### config.mk
export PLATFORM = sky130hd
export DESIGN_NAME = dwbt_write_path
export DESIGN_NICKNAME = d
export VERILOG_FILES = /design/src/hdl/dwbt_pkg.sv /design/src/hdl/dwbt_pin_sync.sv /design/src/hdl/dwbt_write_path.sv
export SDC_FILE = /design/constraint.sdc
export NUM_CORES = 1
export LEC_CHECK = 0
export BUFFER_PORTS_ARGS = -buffer_cell sky130_fd_sc_hd__buf_4
export CAP_MARGIN = 20
export CORE_MARGIN = 8
export CORE_UTILIZATION = 49
export DETAILED_ROUTE_END_ITERATION = 12
export HOLD_SLACK_MARGIN = 0.08
export MAX_ROUTING_LAYER = met4
export PLACE_DENSITY = 0.7
export SLEW_MARGIN = 15
export SYNTH_ARGS = -nofsm -noshare
export SYNTH_HDL_FRONTEND = slang
export SYNTH_HIERARCHICAL = 1
export SYNTH_SLANG_ARGS = --single-unit
### constraint.sdc
create_clock -name clk_i -period 6.1 [get_ports clk_i]
set_input_delay 1.22 -clock clk_i [delete_from_list [all_inputs] [get_ports clk_i]]
set_output_delay 1.22 -clock clk_i [all_outputs]
set_load 0.05 [all_outputs]
### src/hdl/dwbt_pkg.sv
package dwbt_pkg;
	// pin and latency widths
	localparam int          DQ_W        = 16;
	localparam int          LAT_W       = 5;
	// burst field of mode register 0
	localparam logic [1:0]  BF_BL8      = 2'h0;
	localparam logic [1:0]  BF_OTF      = 2'h1;
	localparam logic [1:0]  BF_BC4      = 2'h2;
	// additive latency select
	localparam logic [1:0]  AL_ZERO     = 2'h0;
	localparam logic [1:0]  AL_CLM1     = 2'h1;
	localparam logic [1:0]  AL_CLM2     = 2'h2;
	// index of the last beat per burst, and clocks a chop occupies on the link
	localparam logic [2:0]  BEATS_BL8   = 3'h7;
	localparam logic [2:0]  BEATS_BC4   = 3'h3;
	localparam logic [2:0]  BC4_CK      = 3'h2;
	// otf chop: reference edge this many link clocks after the first data edge
	localparam logic [2:0]  OTF_REF_CK  = 3'h4;
	localparam logic [2:0]  OTF_PAD_CK  = OTF_REF_CK - BC4_CK;
	// async power-down latency is write latency minus this
	localparam logic [4:0]  ANPD_SUB    = 5'h01;
	// reset values
	localparam logic [4:0]  LAT_RST     = 5'h00;
	localparam logic [DQ_W-1:0] DQ_RST  = 16'h0000;

	typedef struct packed {
		logic cs_n;
		logic ras_n;
		logic cas_n;
		logic we_n;
		logic a12;
	} dwbt_cmd_s;

	typedef struct packed {
		logic [DQ_W-1:0] data;
		logic [2:0]      beat;
		logic            last;
	} dwbt_beat_s;
endpackage

### src/hdl/dwbt_pin_sync.sv
`timescale 1ns/1ps
module dwbt_pin_sync #(
	parameter int W = 1
) (
	// clock and reset
	input  wire logic         clk_i,
	input  wire logic         rst_n_i,
	input  wire logic         ce_i,
	// raw pins
	input  wire logic [W-1:0] pin_i,
	// filtered level and edges
	output logic      [W-1:0] level_o,
	output logic      [W-1:0] rise_o,
	output logic      [W-1:0] fall_o
);
	logic [W-1:0] s1;
	logic [W-1:0] s2;
	logic [W-1:0] s3;

	always_ff @(posedge clk_i or negedge rst_n_i) begin
		if (!rst_n_i) begin
			s1 <= '0;
			s2 <= '0;
			s3 <= '0;
		end else if (ce_i) begin
			s1 <= pin_i;
			s2 <= s1;
			s3 <= s2;
		end
	end

	genvar g;
	generate
		for (g = 0; g < W; g++) begin : g_bit
			// a change counts only once the second and third stage agree
			always_ff @(posedge clk_i or negedge rst_n_i) begin
				if (!rst_n_i) begin
					level_o[g] <= 1'b0;
					rise_o[g]  <= 1'b0;
					fall_o[g]  <= 1'b0;
				end else if (ce_i) begin
					rise_o[g] <= (s2[g] == s3[g]) && s3[g] && !level_o[g];
					fall_o[g] <= (s2[g] == s3[g]) && !s3[g] && level_o[g];
					if (s2[g] == s3[g]) begin
						level_o[g] <= s3[g];
					end
				end
			end
		end
	endgenerate
endmodule

### src/hdl/dwbt_write_path.sv
`timescale 1ns/1ps
// Notes on behaviour
// - write latency equals additive plus CAS write latency
// - AL=CL-1, CL=5, CWL=5 gives WL of 9
// - field 00, or 01 with A12 high: eight beats
// - field 10: every burst is chop of four
// - field 01 with A12 low: chop of four
// - otf length decided per command from sampled A12
// - async power-down latency is WL minus one
module dwbt_write_path (
	// clock, reset, enable
	input  wire logic                       clk_i,
	input  wire logic                       resetn_i,
	input  wire logic                       ce_i,
	// link pins
	input  wire logic                       ck_i,
	input  wire dwbt_pkg::dwbt_cmd_s        cmd_i,
	input  wire logic [dwbt_pkg::DQ_W-1:0]  dq_i,
	input  wire logic                       dqs_i,
	// configuration
	input  wire logic [1:0]                 burst_mode_i,
	input  wire logic [1:0]                 al_sel_i,
	input  wire logic [4:0]                 cl_i,
	input  wire logic [4:0]                 cwl_i,
	// status
	output logic      [4:0]                 wl_o,
	output logic      [4:0]                 anpd_o,
	output logic                            busy_o,
	output logic                            chop_o,
	output logic                            drop_o,
	output logic                            wr_ref_o,
	// captured data
	output dwbt_pkg::dwbt_beat_s            beat_o,
	output logic                            beat_valid_o
);
	localparam int SW = dwbt_pkg::DQ_W + 7;

	typedef enum logic [2:0] {
		S_IDLE,
		S_LAT,
		S_DATA,
		S_REF,
		S_PAD
	} dwbt_state_e;

	logic                      rst_q1;
	logic                      rst_n;
	logic [SW-1:0]             lvl;
	logic [SW-1:0]             rise;
	logic [SW-1:0]             fall;
	dwbt_pkg::dwbt_cmd_s       cmd_s;
	logic                      ck_rise;
	logic                      dqs_rise;
	logic                      dqs_fall;
	logic [4:0]                al_val;
	logic [4:0]                next_wl;
	logic                      wr_cmd;
	logic                      next_chop;
	logic                      next_otf;
	dwbt_state_e               state;
	logic [4:0]                lat_cnt;
	logic [2:0]                beat;
	logic [2:0]                pad_cnt;
	logic                      started;
	logic                      otf_chop;
	logic                      cap;

	// reset release through two flops
	always_ff @(posedge clk_i or negedge resetn_i) begin
		if (!resetn_i) begin
			rst_q1 <= 1'b0;
			rst_n  <= 1'b0;
		end else begin
			rst_q1 <= 1'b1;
			rst_n  <= rst_q1;
		end
	end

	// all pins share one filter so their delays match
	dwbt_pin_sync #(
		.W(SW)
	) u_sync (
		.clk_i  (clk_i),
		.rst_n_i(rst_n),
		.ce_i   (ce_i),
		.pin_i  ({ck_i, dqs_i, cmd_i, dq_i}),
		.level_o(lvl),
		.rise_o (rise),
		.fall_o (fall)
	);

	assign ck_rise  = rise[SW-1];
	assign dqs_rise = rise[SW-2];
	assign dqs_fall = fall[SW-2];
	assign cmd_s    = lvl[dwbt_pkg::DQ_W +: 5];

	always_comb begin
		if (al_sel_i == dwbt_pkg::AL_CLM1) begin
			al_val = cl_i - 5'h01;
		end else if (al_sel_i == dwbt_pkg::AL_CLM2) begin
			al_val = cl_i - 5'h02;
		end else begin
			al_val = dwbt_pkg::LAT_RST;
		end
		next_wl = al_val + cwl_i;
	end

	always_ff @(posedge clk_i or negedge rst_n) begin
		if (!rst_n) begin
			wl_o   <= dwbt_pkg::LAT_RST;
			anpd_o <= dwbt_pkg::LAT_RST;
		end else if (ce_i) begin
			wl_o   <= next_wl;
			anpd_o <= next_wl - dwbt_pkg::ANPD_SUB;
		end
	end

	// command sampled at the link clock rising edge
	assign wr_cmd = ck_rise && !cmd_s.cs_n && cmd_s.ras_n && !cmd_s.cas_n && !cmd_s.we_n;

	// length from field and A12 of this command
	always_comb begin
		next_otf  = (burst_mode_i == dwbt_pkg::BF_OTF) && !cmd_s.a12;
		next_chop = (burst_mode_i == dwbt_pkg::BF_BC4) || next_otf;
	end

	// beats on both strobe edges, counted from the first rise
	assign cap = (state == S_DATA) && (dqs_rise || (dqs_fall && started));

	// only one write in flight; a second one before the reference edge is dropped
	always_ff @(posedge clk_i or negedge rst_n) begin
		if (!rst_n) begin
			state    <= S_IDLE;
			lat_cnt  <= dwbt_pkg::LAT_RST;
			beat     <= 3'h0;
			pad_cnt  <= 3'h0;
			started  <= 1'b0;
			chop_o   <= 1'b0;
			otf_chop <= 1'b0;
			wr_ref_o <= 1'b0;
			drop_o   <= 1'b0;
		end else if (ce_i) begin
			wr_ref_o <= 1'b0;
			drop_o   <= wr_cmd && (state != S_IDLE);
			case (state)
				S_IDLE: begin
					if (wr_cmd) begin
						chop_o   <= next_chop;
						otf_chop <= next_otf;
						lat_cnt  <= dwbt_pkg::LAT_RST;
						state    <= S_LAT;
					end
				end
				S_LAT: begin
					// arm one clock early so the strobe preamble is seen
					if (ck_rise) begin
						lat_cnt <= lat_cnt + 5'h01;
						if (lat_cnt + 5'h01 >= wl_o - 5'h01) begin
							beat    <= 3'h0;
							started <= 1'b0;
							state   <= S_DATA;
						end
					end
				end
				S_DATA: begin
					if (dqs_rise) begin
						started <= 1'b1;
					end
					if (cap) begin
						beat <= beat + 3'h1;
						if (beat == (chop_o ? dwbt_pkg::BEATS_BC4 : dwbt_pkg::BEATS_BL8)) begin
							state <= S_REF;
						end
					end
				end
				S_REF: begin
					// reference at first rising edge after last beat; otf chop goes on to S_PAD instead
					if (ck_rise) begin
						if (otf_chop) begin
							pad_cnt <= 3'h0;
							state   <= S_PAD;
						end else begin
							wr_ref_o <= 1'b1;
							state    <= S_IDLE;
						end
					end
				end
				S_PAD: begin
					// otf chop waits out the unused half burst
					if (ck_rise) begin
						pad_cnt <= pad_cnt + 3'h1;
						if (pad_cnt + 3'h1 == dwbt_pkg::OTF_PAD_CK) begin
							wr_ref_o <= 1'b1;
							state    <= S_IDLE;
						end
					end
				end
				default: begin
					state <= S_IDLE;
				end
			endcase
		end
	end

	always_ff @(posedge clk_i or negedge rst_n) begin
		if (!rst_n) begin
			beat_o       <= '0;
			beat_valid_o <= 1'b0;
			busy_o       <= 1'b0;
		end else if (ce_i) begin
			busy_o       <= (state != S_IDLE) || wr_cmd;
			beat_valid_o <= cap;
			if (cap) begin
				beat_o.data <= lvl[dwbt_pkg::DQ_W-1:0];
				beat_o.beat <= beat;
				beat_o.last <= beat == (chop_o ? dwbt_pkg::BEATS_BC4 : dwbt_pkg::BEATS_BL8);
			end
		end
	end

	property p_wl_sum;
		@(posedge clk_i) disable iff (!rst_n || !ce_i)
		rst_n && ce_i && $stable(al_sel_i) && $stable(cl_i) && $stable(cwl_i) |=> wl_o == $past(next_wl);
	endproperty
	a_wl_sum: assert property (p_wl_sum) else $error("write latency not AL plus CWL");

	property p_wl_nine;
		@(posedge clk_i) disable iff (!rst_n || !ce_i)
		rst_n && ce_i && al_sel_i == dwbt_pkg::AL_CLM1 && cl_i == 5'h05 && cwl_i == 5'h05 |=> wl_o == 5'h09;
	endproperty
	a_wl_nine: assert property (p_wl_nine) else $error("AL=CL-1 example not nine");

	property p_bl8;
		@(posedge clk_i) disable iff (!rst_n || !ce_i)
		state == S_IDLE && wr_cmd && (burst_mode_i == dwbt_pkg::BF_BL8 ||
			(burst_mode_i == dwbt_pkg::BF_OTF && cmd_s.a12)) |=> !chop_o;
	endproperty
	a_bl8: assert property (p_bl8) else $error("eight-beat write chopped");

	property p_bc4_fixed;
		@(posedge clk_i) disable iff (!rst_n || !ce_i)
		state == S_IDLE && wr_cmd && burst_mode_i == dwbt_pkg::BF_BC4 |=> chop_o && !otf_chop;
	endproperty
	a_bc4_fixed: assert property (p_bc4_fixed) else $error("fixed chop not applied");

	property p_bc4_otf;
		@(posedge clk_i) disable iff (!rst_n || !ce_i)
		state == S_IDLE && wr_cmd && burst_mode_i == dwbt_pkg::BF_OTF && !cmd_s.a12 |=> chop_o && otf_chop;
	endproperty
	a_bc4_otf: assert property (p_bc4_otf) else $error("otf chop not applied");

	property p_len_held;
		@(posedge clk_i) disable iff (!rst_n || !ce_i)
		state != S_IDLE && $past(state) != S_IDLE |-> $stable(chop_o);
	endproperty
	a_len_held: assert property (p_len_held) else $error("burst length changed mid write");

	property p_anpd;
		@(posedge clk_i) disable iff (!rst_n || !ce_i)
		// both come out of reset as zero, so skip that value
		$stable(wl_o) && wl_o != dwbt_pkg::LAT_RST |-> anpd_o == wl_o - 5'h01;
	endproperty
	a_anpd: assert property (p_anpd) else $error("power-down latency not WL-1");

	property p_last_beat;
		@(posedge clk_i) disable iff (!rst_n || !ce_i)
		beat_valid_o && beat_o.last |-> beat_o.beat == (chop_o ? 3'h3 : 3'h7) ##1 state == S_REF;
	endproperty
	a_last_beat: assert property (p_last_beat) else $error("burst ended at wrong beat");

	property p_otf_pad;
		@(posedge clk_i) disable iff (!rst_n || !ce_i)
		state == S_REF && ck_rise && otf_chop |=> !wr_ref_o ##[1:40] wr_ref_o;
	endproperty
	a_otf_pad: assert property (p_otf_pad) else $error("otf chop reference not delayed");
endmodule

==> impl_metrics.tcl, run 1 <==
set metrics [dict create \
    grt_first_pass_wirelength_um 23200 \
    cts_hold_buf 0 \
    port_buffers 74 \
    remaining_drc_errors 0 \
    cts.sink_count 148 \
    busiest_layer "met2" \
    worstSetupStartpointType "primary input" \
    crit_path_end_kind "flop" \
    grt_util_met1_pct 19.9 \
    final-max-slew-violation-count 0 \
    groute.usage.overall_pct 16.2 \
    hold_class "reg -> async" \
    powerDensity_nw_per_um2 407 \
    detail_route.iter0.violations 315 \
    finalClockSkew_ps 8.23 \
    critical_path_arrival_ps 3560 \
    clock_latency_ps 420 \
    routed_wire_length_per_instance_um 14.6 \
    outcome "completed" \
    rows 43 \
    power_uw 3390 \
    grt_overflow 0 \
    worst-path-max-fanout 5 \
    clockBufferDepth 2 \
    cts_setup_buffers 0 \
    leakage_uw 0.00408 \
    tritoncts "yes" \
    first_global_vias 4755 \
    synthesis.nets 751 \
    worst-slew-pin-transition_ps 926 \
    cts.htree.levels 4 \
    initial_utilization_pct 50.2 \
    fp.dieH_um 136 \
    grt_start_max_net_pins 92 \
    via_per_inst 5.12 \
    worst_slew_margin_rel_pct 38.3 \
    tritoncts.num_buffers 17 \
    clkTransAtPathRegs_ps 60 \
    globalRouteMet2Util_pct 25.2 \
    peakVddDrop_v 0.000225 \
    clock.fmax_ghz 0.307 \
    routed_wirelength_um 13500 \
    post_synth.cell_area_avg_sq_um 10.5 \
    multi_input_comb_area_sq_um 2890 \
    post_route_cells_drive_above_1_share_pct 20.5 \
    area_growth_pct 18.9 \
    grtUsageMet3_pct 4.19 \
    antenna_cells 0 \
    dpl_wire_length_um 9230 \
    design.final.nets 817 \
    grt_setup_unrepaired "false" \
    dieArea_sq_um 18400 \
    netlist_instances 667 \
    timing.final.crit_share_pct 53.3 \
    ant_nets 0 \
    cts_resized 0 \
    crit_type "in -> reg" \
    finalHoldViolCount 0 \
    finalWorstPathRequiredPeriod_ps 3250 \
    fin_tns_setup_ps 0 \
    clk_root_buffer_cell "sky130_fd_sc_hd__clkbuf_16" \
    die-width_um 136 \
    timing.final.setup_violations 0 \
    boundaryPins 75 \
    drt-pass1-iter-count 4 \
    mappedNetlistArea_sq_um 7000 \
    vias 4738 \
    coreArea_sq_um 13900 \
    finalCoreUtilization_pct 59.8 \
    initial_antenna_violation_count 0 \
    area.sequential_sq_um 3710 \
    gpl.final_weighted_congestion 0.803 \
    n_fill_cell 1140 \
    cp_data_required_time_ps 6400 \
    yosys_warnings 6 \
    drv.max_cap_violation_count 0 \
]
-- worst max-delay path, cell delays in order --
cell and delay, ps:
sky130_fd_sc_hd__buf_4 120, sky130_fd_sc_hd__nand2b_1 210, sky130_fd_sc_hd__mux2i_1 180, sky130_fd_sc_hd__ha_1 230, sky130_fd_sc_hd__fa_1 460, sky130_fd_sc_hd__inv_1 110
sky130_fd_sc_hd__ha_1 210, sky130_fd_sc_hd__nor3b_1 210, sky130_fd_sc_hd__a32oi_1 100, sky130_fd_sc_hd__and2_1 190, sky130_fd_sc_hd__a221o_1 310
-- per-stage QoR --
stage                     hold WS, ps  cells  setup slack, ps  cell area, sq um
after floorplan                   331    667             1670              7000
after global placement            340    893             2580              7620
after detailed placement          347    893             2460              7620
after CTS                         360    925             2870              8300
after global routing              264    926             2670              8330
final                             228    926             2850              8330
-- final timing paths --
kind                        startpoint  slack [ps]  depth (start not counted)       endpoint
setup / recovery           al_sel_i[0]        2850                         11      anpd_o[4]
hold / removal                   rst_n         230                          0  u_sync/s2[17]
setup reg to reg               wl_o[0]        3410                          9       state[2]
hold reg to reg                  rst_n         230                          0  u_sync/s2[17]
max in group asynchronous        rst_n        4410                          2        beat[1]
min in group clk_i              rst_q1         360                          0          rst_n
-- registers in the layout, summed over array words and instances (netlist names), 5 cells and up --
name and cells:
anpd_o 5, beat_o 20, lat_cnt 5, u_sync/level_o 23, u_sync/s1 23, u_sync/s2 23, u_sync/s3 23, wl_o 5
-- layer usage --
| metal | up-vias | wire (um) |
|---|---|---|
| met5 | - | 0 |
| met4 | 0 | 243 |
| met3 | 20 | 532 |
| met2 | 93 | 6620 |
| met1 | 2298 | 6100 |
| li1 | 2327 | - |
-- cell usage in the layout, fill, tap and decap left out, types with 4 or more instances in the layout --
master                      instances
sky130_fd_sc_hd__dfrtp_1          147
sky130_fd_sc_hd__nand2_1          130
sky130_fd_sc_hd__buf_4             76
sky130_fd_sc_hd__inv_1             60
sky130_fd_sc_hd__o21ai_0           54
sky130_fd_sc_hd__ha_1              43
sky130_fd_sc_hd__mux2_2            42
sky130_fd_sc_hd__nand2b_1          18
sky130_fd_sc_hd__clkbuf_16         17
sky130_fd_sc_hd__nor2_1            11
sky130_fd_sc_hd__nand3_1           11
sky130_fd_sc_hd__nor2b_1           11
sky130_fd_sc_hd__o21ai_1           11
sky130_fd_sc_hd__mux2_1            11
sky130_fd_sc_hd__xnor2_1           10
sky130_fd_sc_hd__a21oi_1            8
sky130_fd_sc_hd__nor3b_1            7
sky130_fd_sc_hd__bufinv_16          6
sky130_fd_sc_hd__a21o_1             5
sky130_fd_sc_hd__xor2_1             4
sky130_fd_sc_hd__nor3_1             4
-- power breakdown --
part | internal [uW] | total [uW] | leakage (uW) | switching (uW)
combinational | 322 | 855 | 0.00189 | 533
clock | 790 | 1190 | 0.000323 | 404
sequential | 1190 | 1340 | 0.00186 | 152
-- cell type report --
cell class	instances	share of cell area, %
Sequential cell	148	44.5
Multi-Input combinational cell	428	34.7
Timing Repair Buffer	77	7.18
Clock buffer	20	5.48
Inverter	61	2.75
Clock inverter	12	2.70
Tap cell	180	2.70
No activity file was read; power rests on OpenSTA's default activity.
==> inputs of run 2 (changes only) <==
Settings changed: ABC_AREA from default to 1.
Clock period 6.1 ns to 2.7 ns, I/O delays scaled along.
==> run 2 against run 1 <==
Global-route usage decreased by 0.26 points. Hold slack improved by 83 ps. Synthesized cell count increased by 27%. Critical path depth increased by 4. Via count increased by 8.7%. Clock power increased by 86%. Sequential cell count unchanged. Clock-buffer cell count decreased by 1. Clock skew decreased by 1.6 ps. Worst setup slack got worse by 2400 ps. Power increased by 100%. Non-clock buffer count increased by 3. Critical path type unchanged. Critical endpoint unchanged.
==> impl_metrics.tcl, run 2 <==
set metrics [dict create \
    peakVddDrop_v 0.000473 \
    power_uw 6830 \
    regToRegStartpoint "wl_o[0]" \
    via_per_inst 4.64 \
    tritoncts "yes" \
    grt_setup_unrepaired "false" \
    crit_type "in -> reg" \
    detail_route.iter0.violations 370 \
    crit_path_start "al_sel_i[1]" \
    layout_commonest_cell "sky130_fd_sc_hd__nand2_1" \
    mappedNetlistArea_sq_um 7150 \
    initial_antenna_violation_count 0 \
    die-width_um 137 \
    routed_wirelength_um 13300 \
    crit_chain "buf_4, nor2_1, inv_1, o21ai_0, ha_1, fa_1, inv_1, ha_1, inv_1, nor2_1, inv_1, nor2_1, nand4_1, nand2_1, inv_1" \
    worst_hold_path.num_cells 3 \
    synthesis.nets 928 \
    gpl.final_weighted_congestion 0.843 \
    dieArea_sq_um 18700 \
    drv.max_cap_violation_count 0 \
    worst-slew-pin-transition_ps 697 \
    netlist_instances 844 \
    grt_overflow 0 \
    clockBufferDepth 2 \
    dpl_wire_length_um 9140 \
    finalHoldViolCount 0 \
    post_route_cells_drive_above_1_share_pct 13.9 \
    cts.htree.levels 4 \
    port_buffers 74 \
    boundaryPins 75 \
    leakage_uw 0.00458 \
    antenna_cells 0 \
    crit_path_max_incr_delay_ps 460 \
    tritoncts.num_buffers 17 \
    area_growth_pct 16.8 \
    clk_root_buffer_cell "sky130_fd_sc_hd__clkbuf_16" \
    routed_wire_length_per_instance_um 12.0 \
    grt_first_pass_wirelength_um 23100 \
    timing.hold.worst.start "cmd_i[1]" \
    first_global_vias 4928 \
    timing.final.setup_violations 0 \
    finalWorstPathRequiredPeriod_ps 2250 \
    worst_r2r_path_depth 15 \
    hold-worst-slack_ps 311 \
    rows 44 \
    drt-pass1-iter-count 4 \
    worst-path-max-fanout 4 \
    powerDensity_nw_per_um2 817 \
    outcome "completed" \
    vias 5148 \
    clkTransAtPathRegs_ps 60 \
    worst_path_most_repeated_cell "sky130_fd_sc_hd__inv_1" \
    post_synth.cell_area_avg_sq_um 8.47 \
    mostFrequentLayoutCells "322 x sky130_fd_sc_hd__nand2_1, 147 x sky130_fd_sc_hd__dfrtp_1, 110 x sky130_fd_sc_hd__inv_1" \
    initial_utilization_pct 49.6 \
    n_fill_cell 1327 \
    clock_latency_ps 420 \
    cts.sink_count 148 \
    hold_class "in -> reg" \
    worst_slew_margin_rel_pct 53.5 \
    fin_tns_setup_ps 0 \
    remaining_drc_errors 0 \
    timing.final.crit_share_pct 83.3 \
    critical_path_arrival_ps 2570 \
    cp_data_required_time_ps 3020 \
    grt_start_max_net_pins 167 \
    worstSetupStartpointType "primary input" \
    fp.dieH_um 137 \
    crit_path_end_kind "flop" \
    design.final.nets 997 \
    clock.fmax_ghz 0.445 \
    ant_nets 0 \
    finalClockSkew_ps 6.67 \
    final-max-slew-violation-count 0 \
    worst_path_max_delay_cell "sky130_fd_sc_hd__fa_1" \
    groute.usage.overall_pct 16.0 \
    yosys_warnings 6 \
    coreArea_sq_um 14400 \
]
==> run 2: critical path: cells and delay by family <==
kind / cells / cell delay, ps
AO/OA/AOI/OAI: 1 / 210
adder cells (fa/ha/maj): 3 / 830
buffers and inverters: 6 / 410
AND/OR/NAND/NOR: 5 / 560
==> run 2: through the flow <==
| step | util (%) | instance area, sq um | worst slack, ps | cells |
|---|---|---|---|---|
| detailed placement | 54.0 | 7790 | 38.0 | 1077 |
| CTS | 57.9 | 8360 | 481 | 1110 |
| global route | 57.9 | 8360 | 228 | 1110 |
| global placement | 54.0 | 7790 | 107 | 1077 |
| finish | 57.9 | 8360 | 450 | 1110 |
| floorplan | - | 7150 | 245 | 844 |
==> run 2: final timing paths <==
| kind | end | slack, ps |
|---|---|---|
| max in group asynchronous | u_sync/s3[16] | 1580 |
| hold reg to reg | rst_n | 350 |
| min in group asynchronous | u_sync/s1[21] | 380 |
| hold / removal | u_sync/s1[17] | 310 |
| setup reg to reg | state[2] | 530 |
| setup / recovery | anpd_o[4] | 450 |
==> run 2: cell type report <==
type                       instances  area (sq um)  area share [%]
timing repair buffer              80           628            7.52
clock inverter                    13           125            1.50
clock buffer                      19           433            5.18
multi-input combinational        550          2790            33.4
inverter                         116           438            5.24
sequential                       148          3710            44.4
tap                              184           230            2.76
==> run 2: what timing repair did <==
action | CTS | global route
hold endpoints to repair | 2 | 0
resized for setup | 0 | 0
setup buffers | 0 | 0
hold buffers | 1 | 0
==> run 2: per-layer routing <==
metal / global-route usage (%) / wire length [um] / up-vias
met5: - / 0 / -
li1: - / - / 2753
met2: 22.0 / 5630 / 77
met4: 6.70 / 166 / 0
met1: 22.1 / 7040 / 2304
met3: 3.85 / 442 / 14
==> run 2: power by group <==
part / leakage (uW) / internal, uW / switching [uW]
Clock: 0.000262 / 1280 / 933
Sequential: 0.00190 / 2600 / 283
Combinational: 0.00242 / 589 / 1150
Total: 0.00458 / 4460 / 2370
==> inputs of run 3 (changes only) <==
Settings changed: PLACE_DENSITY 0.7 to 0.67.
Clock period 2.7 ns to 2.12 ns, I/O delays scaled along.
==> run 3 against run 2 <==
First-iteration DRC count shrank 14%. Clock power grew 52%. Clock skew shrank 1.8 ps. Utilization grew 2.3 points.
==> impl_metrics.tcl, run 3 (synthesis results as in run 2) <==
set metrics [dict create \
    dpl_wire_length_um 9680 \
    clock_latency_ps 420 \
    clkTransAtPathRegs_ps 60 \
    clockBufferDepth 2 \
    cts.sink_count 148 \
    die-width_um 137 \
    regToRegSetupSlack_ps 60 \
    cp_data_required_time_ps 2430 \
    rows 44 \
    fp.dieH_um 137 \
    timing.final.crit_share_pct 97.1 \
    p_clk_share_pct 35.6 \
    worst_r2r_path_depth 15 \
    timing.hold.worst.start "ck_i" \
    intPower_uw 6350 \
    clock.fmax_ghz 0.486 \
    leakage_uw 0.00474 \
    power.sequential.fraction_pct 39.0 \
    min_to "u_sync/s1[22]" \
    worst_hold_path.num_cells 3 \
    port_buffers 74 \
    initial_utilization_pct 49.6 \
    drv.max_cap_violation_count 0 \
    drt-pass1-iter-count 4 \
    finalHoldViolCount 0 \
    first_global_vias 5070 \
    cts.htree.levels 4 \
    grt_start_max_net_pins 47 \
    design.final.nets 1015 \
    place_inst 1093 \
    critical_path_arrival_ps 2370 \
    grt_overflow 0 \
    ant_nets 0 \
    peakVddDrop_v 0.000591 \
    crit_path_end_kind "flop" \
    worst_r2r_endpoint "state[1]" \
    mostFrequentLayoutCells "320 x sky130_fd_sc_hd__nand2_1, 145 x sky130_fd_sc_hd__dfrtp_1, 102 x sky130_fd_sc_hd__inv_1" \
    regToRegStartpoint "wl_o[1]" \
    routed_wirelength_um 14000 \
    outcome "completed" \
    post_route_cells_drive_above_1_share_pct 17.9 \
    stdcell_count 1127 \
    coreArea_sq_um 14400 \
    power.net_switching_uw 3060 \
    comb_power_share_pct 25.4 \
    antenna_cells 0 \
    detail_route.iter0.violations 318 \
    hold_class "in -> reg" \
    layout_commonest_cell "sky130_fd_sc_hd__nand2_1" \
    routed_wire_length_per_instance_um 12.4 \
    grt_setup_unrepaired "true" \
    switching_fraction_pct 32.5 \
    dieArea_sq_um 18700 \
    remaining_drc_errors 0 \
    finalClockSkew_ps 4.87 \
    area_growth_pct 21.4 \
    fin_tns_setup_ps 0 \
    worst-path-max-fanout 4 \
    tritoncts.num_buffers 17 \
    groute.usage.overall_pct 16.3 \
    worstSetupStartpointType "flop" \
    finalWorstPathRequiredPeriod_ps 2060 \
    vias 5288 \
    initial_antenna_violation_count 0 \
    tritoncts "yes" \
    via_per_inst 4.69 \
    powerDensity_nw_per_um2 1080 \
    gpl.final_weighted_congestion 0.857 \
    boundaryPins 75 \
    final-max-slew-violation-count 0 \
    crit_type "reg -> reg" \
    clk_root_buffer_cell "sky130_fd_sc_hd__clkbuf_16" \
    timing.final.setup_violations 0 \
    grt_first_pass_wirelength_um 23900 \
]
-- run 3: area by class of cell --
type	instances	area [sq um]
multi-input combinational	550	2870
clock inverter	13	230
clock buffer	18	429
fill	1287	5740
tap	184	230
timing repair buffer	98	776
sequential	148	3710
inverter	116	438
-- run 3: power by group through the flow --
| stage | logic (uW) | registers (uW) | clock network (uW) |
|---|---|---|---|
| after detailed placement | 2300 | 3710 | 0 |
| final | 2390 | 3670 | 3350 |
| after global routing | 2680 | 3730 | 3540 |
| after floorplan | 1210 | 4110 | 0 |
| after global placement | 2260 | 3700 | 0 |
| after CTS | 2350 | 3670 | 3420 |
-- run 3: through the flow --
step	area, sq um	utilization [%]	worst slack, ps	total power (uW)	hold slack, ps
finish	8680	60.2	60.8	9410	200
global route	8680	60.2	-102	9940	187
CTS	8620	59.8	7.14	9430	181
detailed placement	7940	55.0	-244	6010	209
global placement	7940	55.0	-172	5960	208
floorplan	7170	-	2.17	5320	128
-- run 3: what timing repair did --
item | CTS | global route
hold buffers | 1 | 0
endpoints found under the setup margin | 3 | 7
resized for setup | 2 | 13
pin swaps | 1 | 7
endpoints found under the hold margin | 2 | 0
setup buffers | 1 | 1
-- run 3: worst max-delay path by stage --
stage | from | end | slack (ps) | cells past startpoint
final | wl_o[1] | state[1] | 60 | 15
after global routing | lat_cnt[1] | state[1] | -100 | 13
after CTS | wl_o[0] | state[2] | 7 | 15
after detailed placement | al_sel_i[0] | anpd_o[4] | -240 | 15
after global placement | cl_i[1] | anpd_o[4] | -170 | 16
after floorplan | al_sel_i[0] | anpd_o[4] | 2 | 15
-- run 3: critical path: stages, from the launching register on --
cell and delay, ps:
sky130_fd_sc_hd__dfrtp_2 400, sky130_fd_sc_hd__inv_2 80, sky130_fd_sc_hd__ha_4 150, sky130_fd_sc_hd__nand3_4 70, sky130_fd_sc_hd__xnor2_2 170, sky130_fd_sc_hd__inv_2 60, sky130_fd_sc_hd__ha_4 270, sky130_fd_sc_hd__nand2_2 40
sky130_fd_sc_hd__inv_2 60, sky130_fd_sc_hd__nand4_1 110, sky130_fd_sc_hd__nand4_1 150, sky130_fd_sc_hd__nand2_1 90, sky130_fd_sc_hd__inv_2 100, sky130_fd_sc_hd__nand2_2 70, sky130_fd_sc_hd__nand2_1 70, sky130_fd_sc_hd__nand2_1 50
-- run 3: metal layers --
layer	up-vias	global-route usage (%)	routed length, um
met4	0	5.91	222
met5	-	-	0
li1	2781	-	-
met3	21	3.78	656
met2	98	22.4	5770
met1	2388	23.1	7320
